$ cat src/hw/aex_cfg.svh
// Constants for the accumulator extract and shift unit.
// Assumes it is included by bare name from the package and design modules.
`ifndef AEX_CFG_SVH
`define AEX_CFG_SVH

`define AEX_ACC_W      64
`define AEX_WORD_W     32
`define AEX_HALF_W     16
`define AEX_SH_W       5
`define AEX_ASH_W      6
`define AEX_POS_W      6
`define AEX_SEL_W      2
`define AEX_NUM_ACC    4
`define AEX_POS_RESET  6'h00
`define AEX_POS_ADV    6'h20
`define AEX_FIELD_BIAS 7'h20
`define AEX_Q31_MAX    32'h7FFFFFFF
`define AEX_Q15_MAX    32'h00007FFF
`define AEX_Q15_MIN    32'hFFFF8000
`define AEX_WORD_ZERO  32'h00000000

`endif

$ cat src/hw/aex_pkg.sv
// Types shared by the accumulator extract and shift unit.
// Assumes the core decoder maps each instruction onto one operation code.
`include "aex_cfg.svh"

package aex_pkg;

    typedef enum logic [4:0] {
        AEX_OP_NOP            = 5'h00,
        AEX_OP_EXT_W_IMM      = 5'h01,
        AEX_OP_EXT_W_RND_IMM  = 5'h02,
        AEX_OP_EXT_W_RS_IMM   = 5'h03,
        AEX_OP_EXT_H_SAT_IMM  = 5'h04,
        AEX_OP_EXT_H_SAT_REG  = 5'h05,
        AEX_OP_EXT_W_REG      = 5'h06,
        AEX_OP_EXT_W_RND_REG  = 5'h07,
        AEX_OP_EXT_W_RS_REG   = 5'h08,
        AEX_OP_FIELD_IMM      = 5'h09,
        AEX_OP_FIELD_REG      = 5'h0A,
        AEX_OP_FIELD_DEC_IMM  = 5'h0B,
        AEX_OP_FIELD_DEC_REG  = 5'h0C,
        AEX_OP_ACC_SHIFT_IMM  = 5'h0D,
        AEX_OP_ACC_SHIFT_REG  = 5'h0E,
        AEX_OP_ACC_MOVE_ADV   = 5'h0F,
        AEX_OP_READ_HIGH      = 5'h10,
        AEX_OP_READ_LOW       = 5'h11,
        AEX_OP_WRITE_HIGH     = 5'h12,
        AEX_OP_WRITE_LOW      = 5'h13
    } aex_op_t;

endpackage

$ cat src/hw/aex_word_extract.sv
// Word and halfword extraction from a 64-bit accumulator value.
// Assumes a purely combinational use inside the unit's top module.
`timescale 1ns/1ns
`include "aex_cfg.svh"

module aex_word_extract (
    input  logic [`AEX_ACC_W-1:0]  acc,
    input  logic [`AEX_SH_W-1:0]   shamt,
    input  logic                   round_en,
    input  logic                   sat_en,
    input  logic                   half_mode,
    output logic [`AEX_WORD_W-1:0] result
);
    // An extra guard bit below the accumulator keeps the first discarded bit for rounding.
    logic [`AEX_ACC_W:0]    widened;
    logic [`AEX_ACC_W:0]    rounded;
    logic [`AEX_ACC_W-1:0]  trunc;
    logic [`AEX_ACC_W-1:0]  rnd;
    logic                   word_ovf;
    logic                   half_fits;
    logic [`AEX_WORD_W-1:0] word_val;
    logic [`AEX_WORD_W-1:0] half_val;

    assign widened  = {acc, 1'b0} >> shamt;
    assign rounded  = widened + {{`AEX_ACC_W{1'b0}}, round_en};
    assign trunc    = widened[`AEX_ACC_W:1];
    assign rnd      = rounded[`AEX_ACC_W:1];
    // Overflow here means rounding carried a positive value into the sign bit.
    assign word_ovf = sat_en & ~trunc[`AEX_WORD_W-1] & rnd[`AEX_WORD_W-1];
    assign word_val = word_ovf ? `AEX_Q31_MAX :
                      (round_en ? rnd[`AEX_WORD_W-1:0] : trunc[`AEX_WORD_W-1:0]);
    assign half_fits = (&trunc[`AEX_ACC_W-1:`AEX_HALF_W-1]) |
                       ~(|trunc[`AEX_ACC_W-1:`AEX_HALF_W-1]);
    assign half_val = half_fits ?
                      {{`AEX_HALF_W{trunc[`AEX_HALF_W-1]}}, trunc[`AEX_HALF_W-1:0]} :
                      (trunc[`AEX_ACC_W-1] ? `AEX_Q15_MIN : `AEX_Q15_MAX);
    assign result   = half_mode ? half_val : word_val;

endmodule

$ cat src/hw/aex_field_extract.sv
// Variable bit-field extraction from a 64-bit accumulator value.
// Assumes a purely combinational use inside the unit's top module.
`timescale 1ns/1ns
`include "aex_cfg.svh"

module aex_field_extract (
    input  logic [`AEX_ACC_W-1:0]  acc,
    input  logic [`AEX_POS_W-1:0]  pos,
    input  logic [`AEX_SH_W-1:0]   size,
    output logic [`AEX_WORD_W-1:0] result,
    output logic                   short_field
);
    // Zeros padded below bit 0 keep the shift non-negative when the field would run off the end.
    logic [`AEX_ACC_W+`AEX_WORD_W-1:0] padded;
    logic [`AEX_POS_W:0]               offset;

    assign offset      = {1'b0, pos} + `AEX_FIELD_BIAS - {2'b00, size};
    assign padded      = {acc, `AEX_WORD_ZERO} >> offset;
    assign short_field = pos < {1'b0, size};

    always_comb begin
        for (int i = 0; i < `AEX_WORD_W; i++) begin
            result[i] = (i <= int'(size)) ? padded[i] : padded[size];
        end
    end

endmodule

$ cat src/hw/aex_unit.sv
// Top of the accumulator extract and shift unit: four accumulators, the position
// field of the DSP control register, and the operation sequencing.
// Assumes the core pipeline presents one decoded operation per cycle with operands,
// and that the control-register write path drives pos_write when software loads it.
`timescale 1ns/1ns
`include "aex_cfg.svh"

module aex_unit #(
    parameter int NUM_ACC = `AEX_NUM_ACC
) (
    input  logic                   clk,
    input  logic                   rstn,
    input  logic                   op_valid,
    input  aex_pkg::aex_op_t       op_code,
    input  logic [`AEX_SEL_W-1:0]  accumulator_select,
    input  logic [`AEX_WORD_W-1:0] source_gpr,
    input  logic [`AEX_SH_W-1:0]   imm_shift,
    input  logic [`AEX_ASH_W-1:0]  imm_acc_shift,
    input  logic [`AEX_SH_W-1:0]   imm_size,
    input  logic                   pos_write,
    input  logic [`AEX_POS_W-1:0]  pos_wdata,
    output logic [`AEX_WORD_W-1:0] target_gpr,
    output logic                   target_gpr_we,
    output logic                   field_short,
    output logic [`AEX_POS_W-1:0]  pos
);
    import aex_pkg::*;

    logic [`AEX_WORD_W-1:0] acc_high_word [NUM_ACC];
    logic [`AEX_WORD_W-1:0] acc_low_word  [NUM_ACC];

    logic [`AEX_ACC_W-1:0]  acc_cur;
    logic                   is_word_imm;
    logic                   is_word_reg;
    logic                   is_half;
    logic                   is_word;
    logic                   is_round;
    logic                   is_sat;
    logic                   is_field;
    logic                   is_field_reg;
    logic                   is_field_dec;
    logic                   is_shift;
    logic                   is_shift_reg;
    logic                   uses_reg_shift;
    logic                   writes_gpr;
    logic [`AEX_SH_W-1:0]   ext_shamt;
    logic [`AEX_SH_W-1:0]   field_size;
    logic [`AEX_ASH_W-1:0]  acc_shamt;
    logic [`AEX_WORD_W-1:0] word_result;
    logic [`AEX_WORD_W-1:0] field_result;
    logic                   field_short_now;
    logic [`AEX_ACC_W-1:0]  shifted_acc;
    logic [`AEX_WORD_W-1:0] next_target_gpr;
    logic [`AEX_POS_W-1:0]  next_pos;

    // Signed shift of the whole accumulator; right shifts are logical.
    function automatic logic [`AEX_ACC_W-1:0] acc_shift(
        input logic [`AEX_ACC_W-1:0] value,
        input logic [`AEX_ASH_W-1:0] amount
    );
        logic [`AEX_ASH_W:0] magnitude;
        magnitude = {1'b0, amount};
        if (amount[`AEX_ASH_W-1]) begin
            magnitude = {1'b0, ~amount} + {{`AEX_ASH_W{1'b0}}, 1'b1};
            acc_shift = value >> magnitude;
        end else begin
            acc_shift = value << magnitude;
        end
    endfunction

    assign acc_cur = {acc_high_word[accumulator_select],
                      acc_low_word[accumulator_select]};

    assign is_word_imm  = (op_code == AEX_OP_EXT_W_IMM) |
                          (op_code == AEX_OP_EXT_W_RND_IMM) |
                          (op_code == AEX_OP_EXT_W_RS_IMM);
    assign is_word_reg  = (op_code == AEX_OP_EXT_W_REG) |
                          (op_code == AEX_OP_EXT_W_RND_REG) |
                          (op_code == AEX_OP_EXT_W_RS_REG);
    assign is_word      = is_word_imm | is_word_reg;
    assign is_half      = (op_code == AEX_OP_EXT_H_SAT_IMM) |
                          (op_code == AEX_OP_EXT_H_SAT_REG);
    assign is_round     = (op_code == AEX_OP_EXT_W_RND_IMM) |
                          (op_code == AEX_OP_EXT_W_RS_IMM) |
                          (op_code == AEX_OP_EXT_W_RND_REG) |
                          (op_code == AEX_OP_EXT_W_RS_REG);
    assign is_sat       = (op_code == AEX_OP_EXT_W_RS_IMM) |
                          (op_code == AEX_OP_EXT_W_RS_REG);
    assign is_field_reg = (op_code == AEX_OP_FIELD_REG) |
                          (op_code == AEX_OP_FIELD_DEC_REG);
    assign is_field_dec = (op_code == AEX_OP_FIELD_DEC_IMM) |
                          (op_code == AEX_OP_FIELD_DEC_REG);
    assign is_field     = is_field_reg | is_field_dec | (op_code == AEX_OP_FIELD_IMM);
    assign is_shift_reg = (op_code == AEX_OP_ACC_SHIFT_REG);
    assign is_shift     = is_shift_reg | (op_code == AEX_OP_ACC_SHIFT_IMM);
    assign uses_reg_shift = is_word_reg | (op_code == AEX_OP_EXT_H_SAT_REG);
    assign writes_gpr   = is_word | is_half | is_field |
                          (op_code == AEX_OP_READ_HIGH) | (op_code == AEX_OP_READ_LOW);

    // The immediate port is only five bits wide, so any larger shift cannot be asked for.
    assign ext_shamt  = uses_reg_shift ? source_gpr[`AEX_SH_W-1:0] : imm_shift;
    assign field_size = is_field_reg ? source_gpr[`AEX_SH_W-1:0] : imm_size;
    assign acc_shamt  = is_shift_reg ? source_gpr[`AEX_ASH_W-1:0] : imm_acc_shift;
    // Passing the accumulator through unchanged keeps the shifter quiet on other operations.
    assign shifted_acc = is_shift ? acc_shift(acc_cur, acc_shamt) : acc_cur;

    aex_word_extract u_word (
        .acc       (acc_cur),
        .shamt     (ext_shamt),
        .round_en  (is_round),
        .sat_en    (is_sat),
        .half_mode (is_half),
        .result    (word_result)
    );

    aex_field_extract u_field (
        .acc         (acc_cur),
        .pos         (pos),
        .size        (field_size),
        .result      (field_result),
        .short_field (field_short_now)
    );

    always_comb begin
        next_target_gpr = `AEX_WORD_ZERO;
        if (is_word | is_half) begin
            next_target_gpr = word_result;
        end else if (is_field) begin
            next_target_gpr = field_result;
        end else if (op_code == AEX_OP_READ_HIGH) begin
            next_target_gpr = acc_high_word[accumulator_select];
        end else if (op_code == AEX_OP_READ_LOW) begin
            next_target_gpr = acc_low_word[accumulator_select];
        end
    end

    // An operation that moves the position wins over a software load in the same cycle,
    // because the load is an older instruction already retired in program order.
    always_comb begin
        next_pos = pos;
        if (pos_write) begin
            next_pos = pos_wdata;
        end
        if (op_valid & is_field_dec) begin
            next_pos = pos - ({1'b0, field_size} + {{`AEX_SH_W{1'b0}}, 1'b1});
        end else if (op_valid & (op_code == AEX_OP_ACC_MOVE_ADV)) begin
            next_pos = pos + `AEX_POS_ADV;
        end
    end

    always_ff @(posedge clk) begin
        if (!rstn) begin
            pos <= `AEX_POS_RESET;
        end else begin
            pos <= next_pos;
        end
    end

    always_ff @(posedge clk) begin
        if (!rstn) begin
            target_gpr    <= `AEX_WORD_ZERO;
            target_gpr_we <= 1'b0;
            field_short   <= 1'b0;
        end else begin
            target_gpr_we <= op_valid & writes_gpr;
            field_short   <= op_valid & is_field & field_short_now;
            if (op_valid & writes_gpr) begin
                target_gpr <= next_target_gpr;
            end
        end
    end

    always_ff @(posedge clk) begin
        if (!rstn) begin
            for (int i = 0; i < NUM_ACC; i++) begin
                acc_high_word[i] <= `AEX_WORD_ZERO;
                acc_low_word[i]  <= `AEX_WORD_ZERO;
            end
        end else if (op_valid) begin
            case (op_code)
                AEX_OP_ACC_SHIFT_IMM, AEX_OP_ACC_SHIFT_REG: begin
                    acc_high_word[accumulator_select] <= shifted_acc[`AEX_ACC_W-1:`AEX_WORD_W];
                    acc_low_word[accumulator_select]  <= shifted_acc[`AEX_WORD_W-1:0];
                end
                AEX_OP_ACC_MOVE_ADV: begin
                    acc_high_word[accumulator_select] <= acc_low_word[accumulator_select];
                    acc_low_word[accumulator_select]  <= source_gpr;
                end
                AEX_OP_WRITE_HIGH: begin
                    acc_high_word[accumulator_select] <= source_gpr;
                end
                AEX_OP_WRITE_LOW: begin
                    acc_low_word[accumulator_select] <= source_gpr;
                end
                default: begin
                end
            endcase
        end
    end

endmodule

$ cat config.mk
export PLATFORM = sky130hd
export DESIGN_NAME = aex_unit
export DESIGN_NICKNAME = d
export VERILOG_FILES = /design/src/hw/aex_pkg.sv /design/src/hw/aex_word_extract.sv /design/src/hw/aex_field_extract.sv /design/src/hw/aex_unit.sv
export VERILOG_INCLUDE_DIRS = /design/src /design/src/hw
export SDC_FILE = /design/constraint.sdc
export NUM_CORES = 2
export LEC_CHECK = 0
export BUFFER_PORTS_ARGS = -buffer_cell sky130_fd_sc_hd__clkbuf_2
export CELL_PAD_IN_SITES_DETAIL_PLACEMENT = 1
export CELL_PAD_IN_SITES_GLOBAL_PLACEMENT = 1
export CORE_ASPECT_RATIO = 0.7
export CORE_MARGIN = 4
export CORE_UTILIZATION = 40
export DETAILED_ROUTE_END_ITERATION = 10
export PLACE_DENSITY = 0.74
export SYNTH_ARGS = -nofsm -noshare
export SYNTH_HDL_FRONTEND = slang
export SYNTH_SLANG_ARGS = --single-unit
$ cat constraint.sdc
create_clock -name clk -period 6.15 [get_ports clk]
set_input_delay 0.615 -clock clk [delete_from_list [all_inputs] [get_ports clk]]
set_output_delay 0.615 -clock clk [all_outputs]
set_load 0.01 [all_outputs]
==> summary.md <==
| Metric | Value |
|---|---|
| Outcome | complete, no violations |
| Placed cells | 5470 |
| FMAX | 165 MHz |
| CTS Hold Bufs | 0 |
| Root buffer cell | clkbuf_16 |
| Residual DRC count | 0 |
| Final Util | 49.3% |
| XOR/XNOR Fraction of Synth Area | 0.676% |
| Die Y-Extent | 251 um |
| Worst min path class | input port to register |
| Clock Path Buffers | 3 |
| Ys Warns | 0 |
| Synth Area in Compound Gates | 23.5% |
| Die area | 89000 sq um |
| Critical path class | input port to register |
| Commonest non-fill, non-tap cell in the layout | buf_4 |
| Fin crit period | 6.07 ns |
| Core footprint | 82900 sq um |
| Post-synth EDFFs | 256 |
| R2R Setup Slk | 0.43 ns |
| Wire per inst | 37.9 um |
| Worst reg2reg startpoint | pos[1] |
| Peak supply drop | 249 uV |
| Detailed Route Iter0 Violations | 6744 |
| TritonCTS clock tree | yes |
| Slew @ Worst Pin | 1.39 ns |
| Dpl cell area | 39500 sq um |
| Slew margin rel. | 6.15% |
| Worst setup endpoint | target_gpr[22] |
| IO Count | 105 |
| Fin Clk Skew | 0.0580 ns |
| Crit path required time | 6.63 ns |
| Rows | 88 |
| Synth unique cells | 119 |
| Die Wd | 355 um |
| H-tree depth | 2 |
| Worst setup SP type | input port |
| Post-synthesis async set-or-reset flop share | 0% |
| Number of global-route vias before repair | 37547 |
| Global route overflow | 0 |
| Seq/Total Area, Yosys | 25.2% |
| # fillers | 9658 |
| Total track usage | 45.2% |
| CP Max Fanout | 13 |
| Crit path from | op_code[0] |
| Largest net degree at the start of global routing | 54 |
| Post-synthesis mux area share | 24.9% |
| RR Endpoint | target_gpr[22] |
| Syn nets | 3979 |
| Synthesis-stage register bit count | 296 |
| 1st-pass router iterations | 8 |
| Pwr/cell area | 257 nW/um^2 |
| Final setup violation count | 0 |
| Placer Congestion | 1.07 |
| Period utilization | 98.7% |
| Mean Syn Cell Area | 8.64 sq um |
| Mapped Area | 33700 sq um |
| Pleak | 0.0162 uW |
| Port buffer count | 104 |
| Non-filler cells, final | 5545 |
| FF-to-FF path depth | 19 |
| Starting density of the core | 40.6% |
| Vias | 39390 |
| Area Growth Syn to Fin | 21.3% |
| Initial antenna violation count | 16 |
| CP arrival | 6.55 ns |
| Design area | 40900 sq um |
| ANT nets after route | 0 |
| Unrepaired setup endpoints after global routing | yes |
| Synth Area in Adders | 0.713% |
| Clk sink count | 296 |
| Synth Area in Simple Gates | 18.8% |
| Total Wirelength | 210 mm |
| Vias per cell | 7.10 |
| Final worst slack | 0.0813 ns |
| Ys flop type | edfxtp_1 |
| Proportion of layout cells with a drive suffix above 1 | 28.8% |
| Maxcap violations | 0 |
| Commonest non-fill, non-tap cells in the layout | buf_4 (631), nor2_1 (458), mux2i_1 (354) |
| Setup crit end kind | register |
| Hold Fails Final Rpt | 0 |
| Pre-CTS setup slack | -0.701 ns |
| Clock Latency Late Sink | 0.60 ns |
| Synthesized instance count | 3898 |
| Clock transition at path regs | 0.06 ns |
| Largest family of logic cells by synthesized area | multiplexers |
| Nets | 4468 |
| Max-slew violation count | 0 |
| Global-route wire length before repair | 292 mm |
| Post-DP HPWL | 168 mm |
| Total CTS buffers | 36 |
## registers in the layout (all words and copies together), names as in the netlist
name	flops
field_short	1
target_gpr_we	1
acc_low_word	128
acc_high_word	128
target_gpr	32
pos	6
## layer usage
layer | part of all wire [%] | GRT usage (%) | up-vias
met5 | 0.041 | 0 | -
met1 | 41 | 63.2 | 19911
met3 | 16 | 20.2 | 447
li1 | - | - | 16060
met4 | 3.5 | 13.4 | 12
met2 | 40 | 62.2 | 2960
## repair_timing
item	4_1_cts	5_1_grt
resized for setup	2	16
setup buffers	0	2
gates cloned	0	2
setup endpoints to repair	6	25
pin swaps	0	3
## worst min-delay path by stage
stage	start	end	slack (ns)	cells past startpoint
floorplan	target_gpr[24]	target_gpr[24]	0.49	2
global placement	target_gpr[24]	target_gpr[24]	0.48	2
detailed placement	target_gpr[24]	target_gpr[24]	0.48	2
CTS	pos_write	pos[5]	0.29	2
global route	pos_write	pos[5]	0.32	2
finish	pos_write	pos[5]	0.31	2
## area by class of cell
class | count | area, sq um | area share, %
multi-input cells | 3196 | 23300 | 57.1
repair buffers | 780 | 6190 | 15.1
well taps | 1125 | 1410 | 3.45
clock buffers | 42 | 923 | 2.26
clock inverters | 23 | 216 | 0.530
flip-flops and latches | 296 | 8490 | 20.8
inverters | 77 | 289 | 0.707
diodes | 6 | 15.0 | 0.0367
## cell families after synthesis
kind of cell	after synthesis
buffers and inverters	406
AOI/OAI and AO/OA	1164
and+or+nand+nor	1329
xor gates and xnor gates	26
DFF	296
adders and majority gates	17
muxes	660
## stage by stage
stage	total power [uW]	hold WS [ns]	setup TNS (ns)
after floorplan	5210	0.493	0
after global routing	10700	0.317	-0.0103
after global placement	7970	0.484	-10.79
final	10500	0.305	0
after detailed placement	7990	0.479	-14.84
after CTS	10200	0.295	0
## cells in the mapped netlist (33+ instances only)
master    count  area share [%]
a21oi_1     196             2.9
nor2b_1      87             1.6
a211oi_1     36            0.80
a22oi_1      84             1.9
clkbuf_1    151             1.7
nand2_1     347             3.9
nor4_1       42            0.78
o21ai_0     290             4.3
nand4_1      33            0.61
inv_1        71            0.79
nor2_1      462             5.1
mux4_2      126             8.4
mux2i_1     366              11
nand3_1      97             1.4
nor3_1       96             1.4
a31oi_1      46            0.85
dfxtp_1      40             2.4
o22ai_1      80             1.5
o211ai_1     54             1.2
buf_2        79             1.2
edfxtp_1    256              23
buf_6        36             1.2
mux2_2      167             5.6
## where the power goes
group          switching (uW)  internal, uW  leakage [uW]
Combinational            3740          2250        0.0127
Sequential               66.3          2260       0.00296
Clock                    1020          1180      0.000548
## critical path, cell delays in order
cell and delay, ns:
clkbuf_2 0.12, or3b_1 0.44, o21ai_2 0.17, nand2_2 0.14
buf_4 0.18, fa_4 0.94, buf_12 0.15, clkbuf_16 0.18
mux4_2 0.54, mux4_2 0.57, a21o_1 0.19, o2111ai_1 0.10
a21oi_1 0.11, o41ai_2 0.44, buf_4 0.19, or4_1 0.11
o221ai_1 0.13, nor3_1 0.18, and4_1 0.23, a21boi_2 0.07
and2_2 0.28, a221oi_1 0.33, nor2_1 0.11
(Power assumes the default switching activity.)
